--- src/rtl/pump_stage_pkg.sv ---
/*
  Shared constants for the float pump staging controller: register map,
  field positions, reset values, float input order and timing counts.
  Assumes a 100 MHz system clock and a 32-bit AXI4-Lite register bus.
*/
package pump_stage_pkg;

  ////////////////////////////////////////////////////////////////////////
  // Widths.
  localparam int ADDR_W = 4;
  localparam int DATA_W = 32;
  localparam int FLOATS = 6;
  localparam int PUMPS = 3;
  localparam int SPACE_W = 24;

  ////////////////////////////////////////////////////////////////////////
  // Register byte offsets.
  localparam logic [ADDR_W-1:0] CTRL_ADDR = 4'h0;
  localparam logic [ADDR_W-1:0] SPACE_ADDR = 4'h4;
  localparam logic [ADDR_W-1:0] STATUS_ADDR = 4'h8;

  // Control register fields and reset value (pump down, simplex, both floats on).
  localparam int CTRL_W = 5;
  localparam int CTRL_MODE_BIT = 0;
  localparam int CTRL_COUNT_LSB = 1;
  localparam int CTRL_LOW_EN_BIT = 3;
  localparam int CTRL_HIGH_EN_BIT = 4;
  localparam logic [CTRL_W-1:0] CTRL_RESET = 5'h1a;

  // Status register fields.
  localparam int STAT_RUN_LSB = 0;
  localparam int STAT_ALARM_BIT = 3;
  localparam int STAT_CTL_LSB = 4;
  localparam int STAT_FLOAT_LSB = 8;

  // Order of the float inputs inside the synchronised vector.
  localparam int FL_LOW = 0;
  localparam int FL_OFF = 1;
  localparam int FL_LEAD = 2;
  localparam int FL_LAG = 3;
  localparam int FL_THIRD = 4;
  localparam int FL_HIGH = 5;

  ////////////////////////////////////////////////////////////////////////
  // Timing: default spacing between staggered pump starts.
  localparam int CLK_PERIOD_NS = 10;
  localparam int STAGGER_TIME_MS = 5;
  localparam int STAGGER_CYCLES = STAGGER_TIME_MS * 1000000 / CLK_PERIOD_NS;

  // Bus responses.
  localparam logic [1:0] RESP_OKAY = 2'h0;
  localparam logic [1:0] RESP_SLVERR = 2'h2;

  // Pump control state.
  typedef enum logic [1:0] {CTL_NORMAL, CTL_ALL_ON, CTL_ALL_OFF} ctl_t;

endpackage

--- src/rtl/float_sync.sv ---
/*
  Two-flop synchroniser for the float contact pins.
  Assumes the pins are asynchronous level signals from the well.
*/
`timescale 1ns/10ps
module float_sync #(
  parameter int WIDTH = pump_stage_pkg::FLOATS
) (
  input wire logic clk_sys,
  input wire logic reset,
  input wire logic [WIDTH-1:0] pinIn,
  output logic [WIDTH-1:0] pinSync
);
  import pump_stage_pkg::*;

  typedef struct packed {
    logic [WIDTH-1:0] first;
    logic [WIDTH-1:0] second;
  } sync_t;

  sync_t s_reg;
  sync_t s_next;

  ////////////////////////////////////////////////////////////////////////
  // The first stage feeds only the second stage.
  always_comb
  begin
    s_next.first = pinIn;
    s_next.second = s_reg.first;
  end

  // State register.
  always_ff @(posedge clk_sys)
  begin
    if (reset)
      s_reg <= '0;
    else
      s_reg <= s_next;
  end

  assign pinSync = s_reg.second;

endmodule // float_sync

--- src/rtl/start_spacer.sv ---
/*
  Pump start spacer: turns pumps off at once but starts them one at a
  time, lowest index first, with a programmable gap between starts.
  Assumes the demand vector comes from logic on the same clock.
*/
`timescale 1ns/10ps
module start_spacer #(
  parameter int PUMPS = pump_stage_pkg::PUMPS,
  parameter int SPACE_W = pump_stage_pkg::SPACE_W
) (
  input wire logic clk_sys,
  input wire logic reset,
  input wire logic [PUMPS-1:0] want,
  input wire logic [SPACE_W-1:0] spacing,
  output logic [PUMPS-1:0] run
);
  import pump_stage_pkg::*;

  typedef struct packed {
    logic [PUMPS-1:0] run;
    logic [SPACE_W-1:0] holdOff;
  } space_t;

  space_t s_reg;
  space_t s_next;
  logic found;
  logic started;

  ////////////////////////////////////////////////////////////////////////
  // Stops are immediate; one new start per expired gap.
  always_comb
  begin
    s_next = s_reg;
    found = 1'b0;
    s_next.run = s_reg.run & want;
    if (s_reg.holdOff != '0)
      s_next.holdOff = s_reg.holdOff - 1'b1;
    else
    begin
      for (int i = 0; i < PUMPS; i++)
      begin
        if (!found && want[i] && !s_reg.run[i])
        begin
          found = 1'b1;
          s_next.run[i] = 1'b1;
          s_next.holdOff = spacing;
        end
      end
    end
  end

  // State register.
  always_ff @(posedge clk_sys)
  begin
    if (reset)
      s_reg <= '0;
    else
      s_reg <= s_next;
  end

  assign run = s_reg.run;
  assign started = |(s_next.run & ~s_reg.run);
endmodule // start_spacer

--- src/rtl/float_pump_staging_control.sv ---
/*
  Float pump staging controller with an AXI4-Lite register slave.
  Drives up to three pumps from six float contacts, in pump down or
  pump up mode, with backup low and high float alarms.
  Assumes float pins are asynchronous and the bus master is on clk_sys.
*/
`timescale 1ns/10ps
module float_pump_staging_control #(
  parameter logic [pump_stage_pkg::SPACE_W-1:0] STAGGER_RESET =
    pump_stage_pkg::SPACE_W'(pump_stage_pkg::STAGGER_CYCLES)
) (
  input wire logic clk_sys,
  input wire logic reset,
  input wire logic lowFloat,
  input wire logic offFloat,
  input wire logic leadFloat,
  input wire logic lagFloat,
  input wire logic thirdPumpLevel,
  input wire logic highFloat,
  output logic [pump_stage_pkg::PUMPS-1:0] pumpRun,
  output logic alarmOut,
  input wire logic [pump_stage_pkg::ADDR_W-1:0] awaddr,
  input wire logic awvalid,
  output logic awready,
  input wire logic [pump_stage_pkg::DATA_W-1:0] wdata,
  input wire logic [3:0] wstrb,
  input wire logic wvalid,
  output logic wready,
  output logic [1:0] bresp,
  output logic bvalid,
  input wire logic bready,
  input wire logic [pump_stage_pkg::ADDR_W-1:0] araddr,
  input wire logic arvalid,
  output logic arready,
  output logic [pump_stage_pkg::DATA_W-1:0] rdata,
  output logic [1:0] rresp,
  output logic rvalid,
  input wire logic rready
);
  import pump_stage_pkg::*;

  typedef struct packed {
    logic awHave;
    logic [ADDR_W-1:0] awAddr;
    logic wHave;
    logic [DATA_W-1:0] wData;
    logic [3:0] wStrb;
    logic awReady;
    logic wReady;
    logic bValid;
    logic [1:0] bResp;
    logic arReady;
    logic rValid;
    logic [DATA_W-1:0] rData;
    logic [1:0] rResp;
    logic [CTRL_W-1:0] ctrl;
    logic [SPACE_W-1:0] spacing;
    ctl_t ctl;
    logic [PUMPS-1:0] want;
    logic alarm;
  } state_t;

  state_t s_reg;
  state_t s_next;
  logic [FLOATS-1:0] floats;
  logic [PUMPS-1:0] mask;
  logic [PUMPS-1:0] levels;
  logic [1:0] pumpCount;
  logic modeUp;
  logic lowTrip;
  logic highTrip;
  logic offActive;
  logic [DATA_W-1:0] statusWord;

  ////////////////////////////////////////////////////////////////////////
  // Float pins cross into the clock domain before any decision.
  float_sync #(
    .WIDTH(FLOATS)
  ) floatSyncInst (
    .clk_sys(clk_sys),
    .reset(reset),
    .pinIn({highFloat, thirdPumpLevel, lagFloat, leadFloat, offFloat, lowFloat}),
    .pinSync(floats)
  );

  // Pumps start one gap apart and stop immediately.
  start_spacer #(
    .PUMPS(PUMPS),
    .SPACE_W(SPACE_W)
  ) spacerInst (
    .clk_sys(clk_sys),
    .reset(reset),
    .want(s_reg.want),
    .spacing(s_reg.spacing),
    .run(pumpRun)
  );

  ////////////////////////////////////////////////////////////////////////
  // Configuration decode: mode, station size and backup float trips.
  always_comb
  begin
    modeUp = s_reg.ctrl[CTRL_MODE_BIT];
    pumpCount = s_reg.ctrl[CTRL_COUNT_LSB +: 2];
    for (int i = 0; i < PUMPS; i++)
      mask[i] = (i == 0) || (i < int'(pumpCount));
    lowTrip = s_reg.ctrl[CTRL_LOW_EN_BIT] && !floats[FL_LOW];
    highTrip = s_reg.ctrl[CTRL_HIGH_EN_BIT] && floats[FL_HIGH];
    levels = {floats[FL_THIRD], floats[FL_LAG], floats[FL_LEAD]};
    offActive = modeUp ? floats[FL_OFF] : !floats[FL_OFF];
  end

  // Status word seen by software.
  always_comb
  begin
    statusWord = '0;
    statusWord[STAT_RUN_LSB +: PUMPS] = pumpRun;
    statusWord[STAT_ALARM_BIT] = s_reg.alarm;
    statusWord[STAT_CTL_LSB +: 2] = s_reg.ctl;
    statusWord[STAT_FLOAT_LSB +: FLOATS] = floats;
  end

  ////////////////////////////////////////////////////////////////////////
  // Next state: pump control first, then the register bus.
  always_comb
  begin
    s_next = s_reg;

    // Backup floats are judged before any staging level.
    if (!modeUp)
    begin
      if (lowTrip)
        s_next.ctl = CTL_ALL_OFF;
      else if (highTrip)
        s_next.ctl = CTL_ALL_ON;
      else
        s_next.ctl = CTL_NORMAL;
    end
    else
    begin
      if (highTrip)
        s_next.ctl = CTL_ALL_OFF;
      else if (lowTrip)
        s_next.ctl = CTL_ALL_ON;
      else
        s_next.ctl = CTL_NORMAL;
    end

    // Pump demand for the chosen control state.
    case (s_next.ctl)
      CTL_ALL_OFF:
      begin
        s_next.want = '0;
        s_next.alarm = 1'b1;
      end
      CTL_ALL_ON:
      begin
        s_next.want = mask;
        s_next.alarm = 1'b1;
      end
      CTL_NORMAL:
      begin
        s_next.alarm = 1'b0;
        if (offActive)
          s_next.want = '0;
        else if (!modeUp)
          s_next.want = (s_reg.want | levels) & mask;
        else
          s_next.want = (s_reg.want | ~levels) & mask;
      end
      default:
      begin
        s_next.want = '0;
        s_next.alarm = 1'b1;
      end
    endcase

    // Write address and data are taken in either order.
    if (awvalid && s_reg.awReady)
    begin
      s_next.awHave = 1'b1;
      s_next.awAddr = awaddr;
    end
    if (wvalid && s_reg.wReady)
    begin
      s_next.wHave = 1'b1;
      s_next.wData = wdata;
      s_next.wStrb = wstrb;
    end
    if (s_reg.bValid && bready)
      s_next.bValid = 1'b0;

    // Commit once both halves are held and no response is pending.
    if (s_next.awHave && s_next.wHave && !s_reg.bValid)
    begin
      s_next.awHave = 1'b0;
      s_next.wHave = 1'b0;
      s_next.bValid = 1'b1;
      s_next.bResp = RESP_OKAY;
      case (s_next.awAddr)
        CTRL_ADDR:
        begin
          if (s_next.wStrb[0])
            s_next.ctrl = s_next.wData[CTRL_W-1:0];
        end
        SPACE_ADDR:
        begin
          for (int b = 0; b < SPACE_W / 8; b++)
            if (s_next.wStrb[b])
              s_next.spacing[8*b +: 8] = s_next.wData[8*b +: 8];
        end
        STATUS_ADDR:
          s_next.bResp = RESP_OKAY;
        default:
          s_next.bResp = RESP_SLVERR;
      endcase
    end
    s_next.awReady = !s_next.awHave && !s_next.bValid;
    s_next.wReady = !s_next.wHave && !s_next.bValid;

    // Read channel: one outstanding read.
    if (s_reg.rValid && rready)
      s_next.rValid = 1'b0;
    if (arvalid && s_reg.arReady)
    begin
      s_next.rValid = 1'b1;
      s_next.rResp = RESP_OKAY;
      case (araddr)
        CTRL_ADDR:
          s_next.rData = {{(DATA_W - CTRL_W){1'b0}}, s_reg.ctrl};
        SPACE_ADDR:
          s_next.rData = {{(DATA_W - SPACE_W){1'b0}}, s_reg.spacing};
        STATUS_ADDR:
          s_next.rData = statusWord;
        default:
        begin
          s_next.rData = '0;
          s_next.rResp = RESP_SLVERR;
        end
      endcase
    end
    s_next.arReady = !s_next.rValid;
  end

  // State register with defined reset values.
  always_ff @(posedge clk_sys)
  begin
    if (reset)
    begin
      s_reg <= '0;
      s_reg.ctrl <= CTRL_RESET;
      s_reg.spacing <= STAGGER_RESET;
      s_reg.ctl <= CTL_NORMAL;
      s_reg.awReady <= 1'b1;
      s_reg.wReady <= 1'b1;
      s_reg.arReady <= 1'b1;
    end
    else
      s_reg <= s_next;
  end

  ////////////////////////////////////////////////////////////////////////
  // Outputs straight from the state register.
  assign alarmOut = s_reg.alarm;
  assign awready = s_reg.awReady;
  assign wready = s_reg.wReady;
  assign bvalid = s_reg.bValid;
  assign bresp = s_reg.bResp;
  assign arready = s_reg.arReady;
  assign rvalid = s_reg.rValid;
  assign rdata = s_reg.rData;
  assign rresp = s_reg.rResp;
endmodule // float_pump_staging_control

--- config.mk ---
export PLATFORM = sky130hd
export DESIGN_NAME = float_pump_staging_control
export DESIGN_NICKNAME = d
export VERILOG_FILES = /design/src/rtl/pump_stage_pkg.sv /design/src/rtl/float_sync.sv /design/src/rtl/start_spacer.sv /design/src/rtl/float_pump_staging_control.sv
export SDC_FILE = /design/constraint.sdc
export NUM_CORES = 1
export LEC_CHECK = 0
export BUFFER_PORTS_ARGS = -buffer_cell sky130_fd_sc_hd__buf_2
export CORE_UTILIZATION = 60
export DETAILED_ROUTE_END_ITERATION = 10
export HOLD_SLACK_MARGIN = 0.03
export PLACE_DENSITY = 0.84
export SYNTH_ARGS = -nofsm -noshare
export SYNTH_HDL_FRONTEND = slang
export SYNTH_SLANG_ARGS = --single-unit
export TNS_END_PERCENT = 5
--- constraint.sdc ---
create_clock -name clk_sys -period 3.6 [get_ports clk_sys]
set_input_delay 0.18 -clock clk_sys [delete_from_list [all_inputs] [get_ports clk_sys]]
set_output_delay 0.18 -clock clk_sys [all_outputs]
set_load 0.1 [all_outputs]
## Word level (Yosys, flattened, before mapping)

Index checks and enable logic that the tools add are counted.

| word-level totals | value |
|---|---|
| latch bits | 0 |
| input bits | 57 |
| logic and storage cells | 110 |
| memory bits (writable) | 0 |
| memories | 0 |
| register bits | 157 |
| ROM bits | 0 |
| output and inout bits | 45 |

| operators by class | value |
|---|---|
| multiplexer cells | 31 |
| bitwise operators | 6 |
| reduce and logical (&&, ||, !) cells | 39 |
| shift-type cells | 0 |
| $lt $le $gt $ge | 2 |
| div/mod/pow operators | 0 |
| multiply operators | 0 |
| add/subtract/negate cells | 1 |
| equal/unequal tests | 5 |

Operators by type and width:

| kind | number |
|---|---|
| 24-bit two-way mux | 3 |
| 24-bit one-hot mux with 3 select lines | 1 |
| 37-bit two-way mux | 1 |
| 35-bit two-way mux | 1 |
| 25-bit two-way mux | 1 |
| 24-bit nonzero test | 1 |
| 24-bit by 1-bit subtractor with 24-bit output, second input constant | 1 |
| 1-bit logical AND | 16 |
| 1-bit two-way mux | 13 |
| 1-bit logical NOT | 12 |
| 3-bit two-way mux | 4 |
| 3-bit AND reduction | 4 |
| 2-bit two-way mux | 5 |
| 3-bit AND | 3 |
| 4-bit by 3-bit equality test with 1-bit output, second input constant | 2 |
| 4-bit equality test, second input constant | 2 |
| 4-bit logical NOT | 2 |
| 4-bit one-hot mux with 2 select lines | 1 |
| 3-bit bitwise OR | 2 |
| 3-bit OR reduction | 2 |
| 5-bit two-way mux | 1 |
| 4-bit nonzero test | 1 |
| 3-bit NOT | 1 |
| 2-bit by 1-bit equality test with 1-bit output, second input constant | 1 |
| other kinds (3) | 3 |

## Longest topological paths before layout

| logic depth | value |
|---|---|
| depth after elaboration | 14 |
| depth in mapped cells | 9 |
| depth with buffers taken out | 7 |

## Hierarchy

From an unflattened synthesis, not the netlist that was laid out.

| unflattened totals | value |
|---|---|
| cells, all modules | 670 |
| area, all modules | 6180.9 sq um |

By module, submodules not included:

| module | times used | cells each | area an instance (sq um) | sequential area each (sq um) |
|---|---|---|---|---|
| float_pump_staging_control | 1 | 466 | 4297.9 | 1981.9 |
| start_spacer | 1 | 179 | 1516.5 | 540.5 |
| float_sync | 1 | 25 | 366.6 | 240.2 |

## Least setup slack after synthesis

OpenSTA, ideal clock, no wires.

| timing | value |
|---|---|
| kind | reg-to-reg |
| from | reg s_reg, in the netlist awready |
| to | reg, netlist name s_reg[15] |
| data arrival time | 2422 ps |
| required time | 3479 ps |
| buffers on the path | 0 |
| path slack | 1057 ps |
| period minus slack after synthesis | 2543 ps |
| stages on the path, launching flop included | 6 |
| cells stage by stage | dfxtp_1 nand2_1 mux2i_1 and3b_1 nand2_1 mux2_2 |

| on the way | value |
|---|---|
| cells in the longest elaborated chain, start to end | 5 |
| elaborated cells on any way between the ends | 6 |
| classes of those cells | eq/ne: 1; mux: 1; reduce/logical: 4 |

Ends and longest elaborated chain:

| what | line | text |
|---|---|---|
| start: declaration | float_pump_staging_control.sv:63 | `state_t s_reg;` |
| start signal: assignment | float_pump_staging_control.sv:258 | `s_reg <= s_next;` |
| 1-bit logical AND * | float_pump_staging_control.sv:178 | `if (awvalid && s_reg.awReady)` |
| 5-bit two-way mux * | float_pump_staging_control.sv:178 |  |
| parallel branches: the longest is 2 deep, another holds 4-bit by 3-bit equality test with 1-bit output | -- |  |
| 3-bit AND reduction (no source line) * | -- |  |

Every way passes the cells marked *.
A chain may end at the register's enable or synchronous reset.

## Final worst setup path

| timing | value |
|---|---|
| from | reg spacerInst.s_reg[16] (netlist name) |
| to | reg spacerInst.s_reg[20] (netlist name) |

| on the way | value |
|---|---|
| cells in the longest elaborated chain, start to end | 2 |
| elaborated cells on any way between the ends | 4 |
| classes of those cells | add/sub: 1; mux: 1; reduce/logical: 2 |

Ends and longest elaborated chain:

| what | line | text |
|---|---|---|
| start: declaration | start_spacer.sv:24 | `space_t s_reg;` |
| start signal: assignment | start_spacer.sv:58 | `s_reg <= s_next;` |
| 24-bit by 1-bit subtractor with 24-bit output / 24-bit nonzero test (equally long branches) | start_spacer.sv:37, start_spacer.sv:36 |  |
| 24-bit two-way mux / 4-bit nonzero test (equally long branches) | -- |  |

Several ways; a longest one is shown, not always the timed one.

==> qor.yml <==
floorplan:
  dieArea_um2: 10300
  core-area_um2: 9420
  die-width_um: 101
  rows: 35
  start_util: 0.631
  io_pins: 102
  die-height_um: 101
critical_path:
  cp.arrival_ns: 2.90
  rrSetupSlack_ns: 1.17
  reg2reg_depth: 5
  end_kind: "register"
  critPathKind: "register to register"
  path_max_fanout: 12
  r2r-start: "spacerInst.s_reg[16]"
  r2r_end: "spacerInst.s_reg[20]"
  startpoint_type: "register"
  cp.required_ns: 4.07
sta:
  fin_skew_ns: 0.00797
  hold_violations: 0
  holdWs_ns: 0.0330
  maxSlewHeadroom: 0.226
  worst-slew-pin-transition_ns: 1.16
  setup_tns_ns: 0
  finalMaxSlewViolations: 0
  fmax_mhz: 412
  final-setup-viol-count: 0
  final.period_utilization: 0.675
  finalWorstSetupSlack_ns: 1.17
  rsz0062_at_grt: "no"
  fin_crit_ns: 2.43
drt:
  vias_per_cell: 5.81
  wl_per_cell_um: 16.3
  drc_errors: 0
  routed_wl_um: 14100
  first_pass_iters: 5
  vias: 5001
  initialDrtViolationCount: 331
  postRouteAntennaNets: 0
min_path:
  hold_path.class: "input pin to register"
  whs_path_depth: 3
  hold_end: "s_reg[83]"
  min-delay-start: "wdata[3]"
cts:
  cts_tree: "built"
  holdBufCountCts: 40
  clock_sinks: 138
  post_cts_resized: 0
  h-tree-depth: 4
  cts_buffer_depth: 2
  postCtsSetupBuffers: 0
  clock_latency_ns: 0.53
  cts_buffers: 17
  clkTransAtPathRegs_ns: 0.06
  cts_root_buf: "clkbuf_8"
logic_synthesis:
  synthCells: 638
  synthDistinctLibCells: 59
  async_flop_share: 0
  synth_ff_type: "dfxtp_1"
  synth_warnings: 0
  synth.largest_area_cell: "dfxtp_1"
  synth.most_common_cell: "dfxtp_1"
  ys_top_cells_by_area: "dfxtp_1, buf_4, nand2_1"
  synth_edf_count: 0
  synth_seq_cells: 138
  synth_common_cells: "dfxtp_1, nand2_1, nor2_1"
  synth-seq-area-share: 0.465
  syn_avg_cell_area_um2: 9.31
  synthesis.area_um2: 5940
  synth_top_cell_area_share: 0.465
layout:
  nFillCells: 592
  diodes: 0
  syn_to_final_growth_pct: 20.3
  largest_register_ffs: 64
  final_util: 0.759
  nNetsFinal: 778
  layout-drive-gt1-share: 0.210
  regArea_um2: 2760
  multi_input_area_um2: 2730
placement:
  globalplace.congestion: 0.866
  place_hpwl_um: 8980
  dpl_worst_slack_ns: 1.23
  io_buffers: 82
grt:
  top_usage_layer: "met2"
  grt_pass1_vias: 4660
  grt_pass1_wl_um: 22400
  grt_max_degree: 98
  antenna_found_initial: 0
  grt_use_met2: 0.451
  grt-ovfl-total: 0
  gr-usage-met3: 0.0614
  track_usage: 0.284
  gr-usage-met1: 0.380
pwr:
  p_leak_nw: 3.10
  power_density_nw_per_um2: 650
  ir_drop_uv: 377
status:
  status: "finished, final reports clean"
job:
  drv_cap: 0
-- how the worst max path moves through the flow --
stage,startpoint,end,slack [ns],depth (start not counted)
floorplan,awready,s_reg[15],1.06,5
global placement,spacerInst.s_reg[16],spacerInst.s_reg[14],1.26,5
detailed placement,spacerInst.s_reg[16],spacerInst.s_reg[20],1.23,5
CTS,spacerInst.s_reg[16],spacerInst.s_reg[14],1.18,5
global route,spacerInst.s_reg[16],spacerInst.s_reg[20],1.03,5
finish,spacerInst.s_reg[16],spacerInst.s_reg[20],1.17,5
-- layer usage --
| layer | wire, µm | vias to the layer above |
|---|---|---|
| met5 | 0 | - |
| met2 | 6670 | 235 |
| met1 | 6200 | 2368 |
| met4 | 210 | 0 |
| li1 | - | 2376 |
| met3 | 991 | 22 |
-- critical path, stage by stage, from the launching register on --
cell     delay [ns]
dfxtp_1        0.36
or4_4          0.60
nor4_4         0.57
and3_2         0.45
and2b_2        0.24
a22o_1         0.16
-- stage by stage --
stage / total power, mW / cells / area (µm²)
after global routing: 4.82 / 861 / 7150
after global placement: 2.74 / 789 / 6120
after detailed placement: 2.80 / 789 / 6120
after floorplan: 2.65 / 647 / 5970
after CTS: 4.63 / 861 / 7150
final: 4.64 / 861 / 7150
-- area by class of cell --
cell class / count / area share
clock buffers: 18 / 0.0599
clock inverters: 14 / 0.0273
inverters: 6 / 0.00315
multi-input cells: 429 / 0.381
flip-flops and latches: 138 / 0.387
well taps: 129 / 0.0226
repair buffers: 127 / 0.119
-- placed cells by master (no fill, tap or decap), types with 3 or more instances in the layout --
master,instances
nand4_1,3
inv_1,6
nand3_1,5
conb_1,10
clkbuf_16,16
nand2_1,72
a211oi_1,19
nor4_1,4
nor3_1,9
o22ai_1,3
clkinv_2,3
o21ai_0,12
buf_4,6
a211o_1,5
mux2i_1,19
a311oi_1,6
a22oi_1,24
nor3b_1,3
buf_2,81
or4_1,3
xor2_1,7
bufinv_16,4
nor2b_1,38
a22o_1,13
nand2b_1,5
clkinv_4,5
a21oi_1,41
a31oi_1,3
a221oi_2,3
nor2_1,59
dlygate4sd3_1,40
or3_1,3
dfxtp_1,138
and3b_1,9
mux2_2,17
and2_1,3
-- cells by family after synthesis --
logic type / synth area share
AO/OA/AOI/OAI: 0.162
multiplexers: 0.0643
AND/OR/NAND/NOR: 0.206
flip-flops: 0.465
buffers and inverters: 0.0836
other: 0.000632
XOR/XNOR: 0.0133
adder cells (fa/ha/maj): 0.00421
-- where the power goes --
group / switching, mW / internal (mW)
logic: 0.648 / 0.399
registers: 0.128 / 1.65
clock network: 0.665 / 1.15
Power figures use the tool's default switching activity.
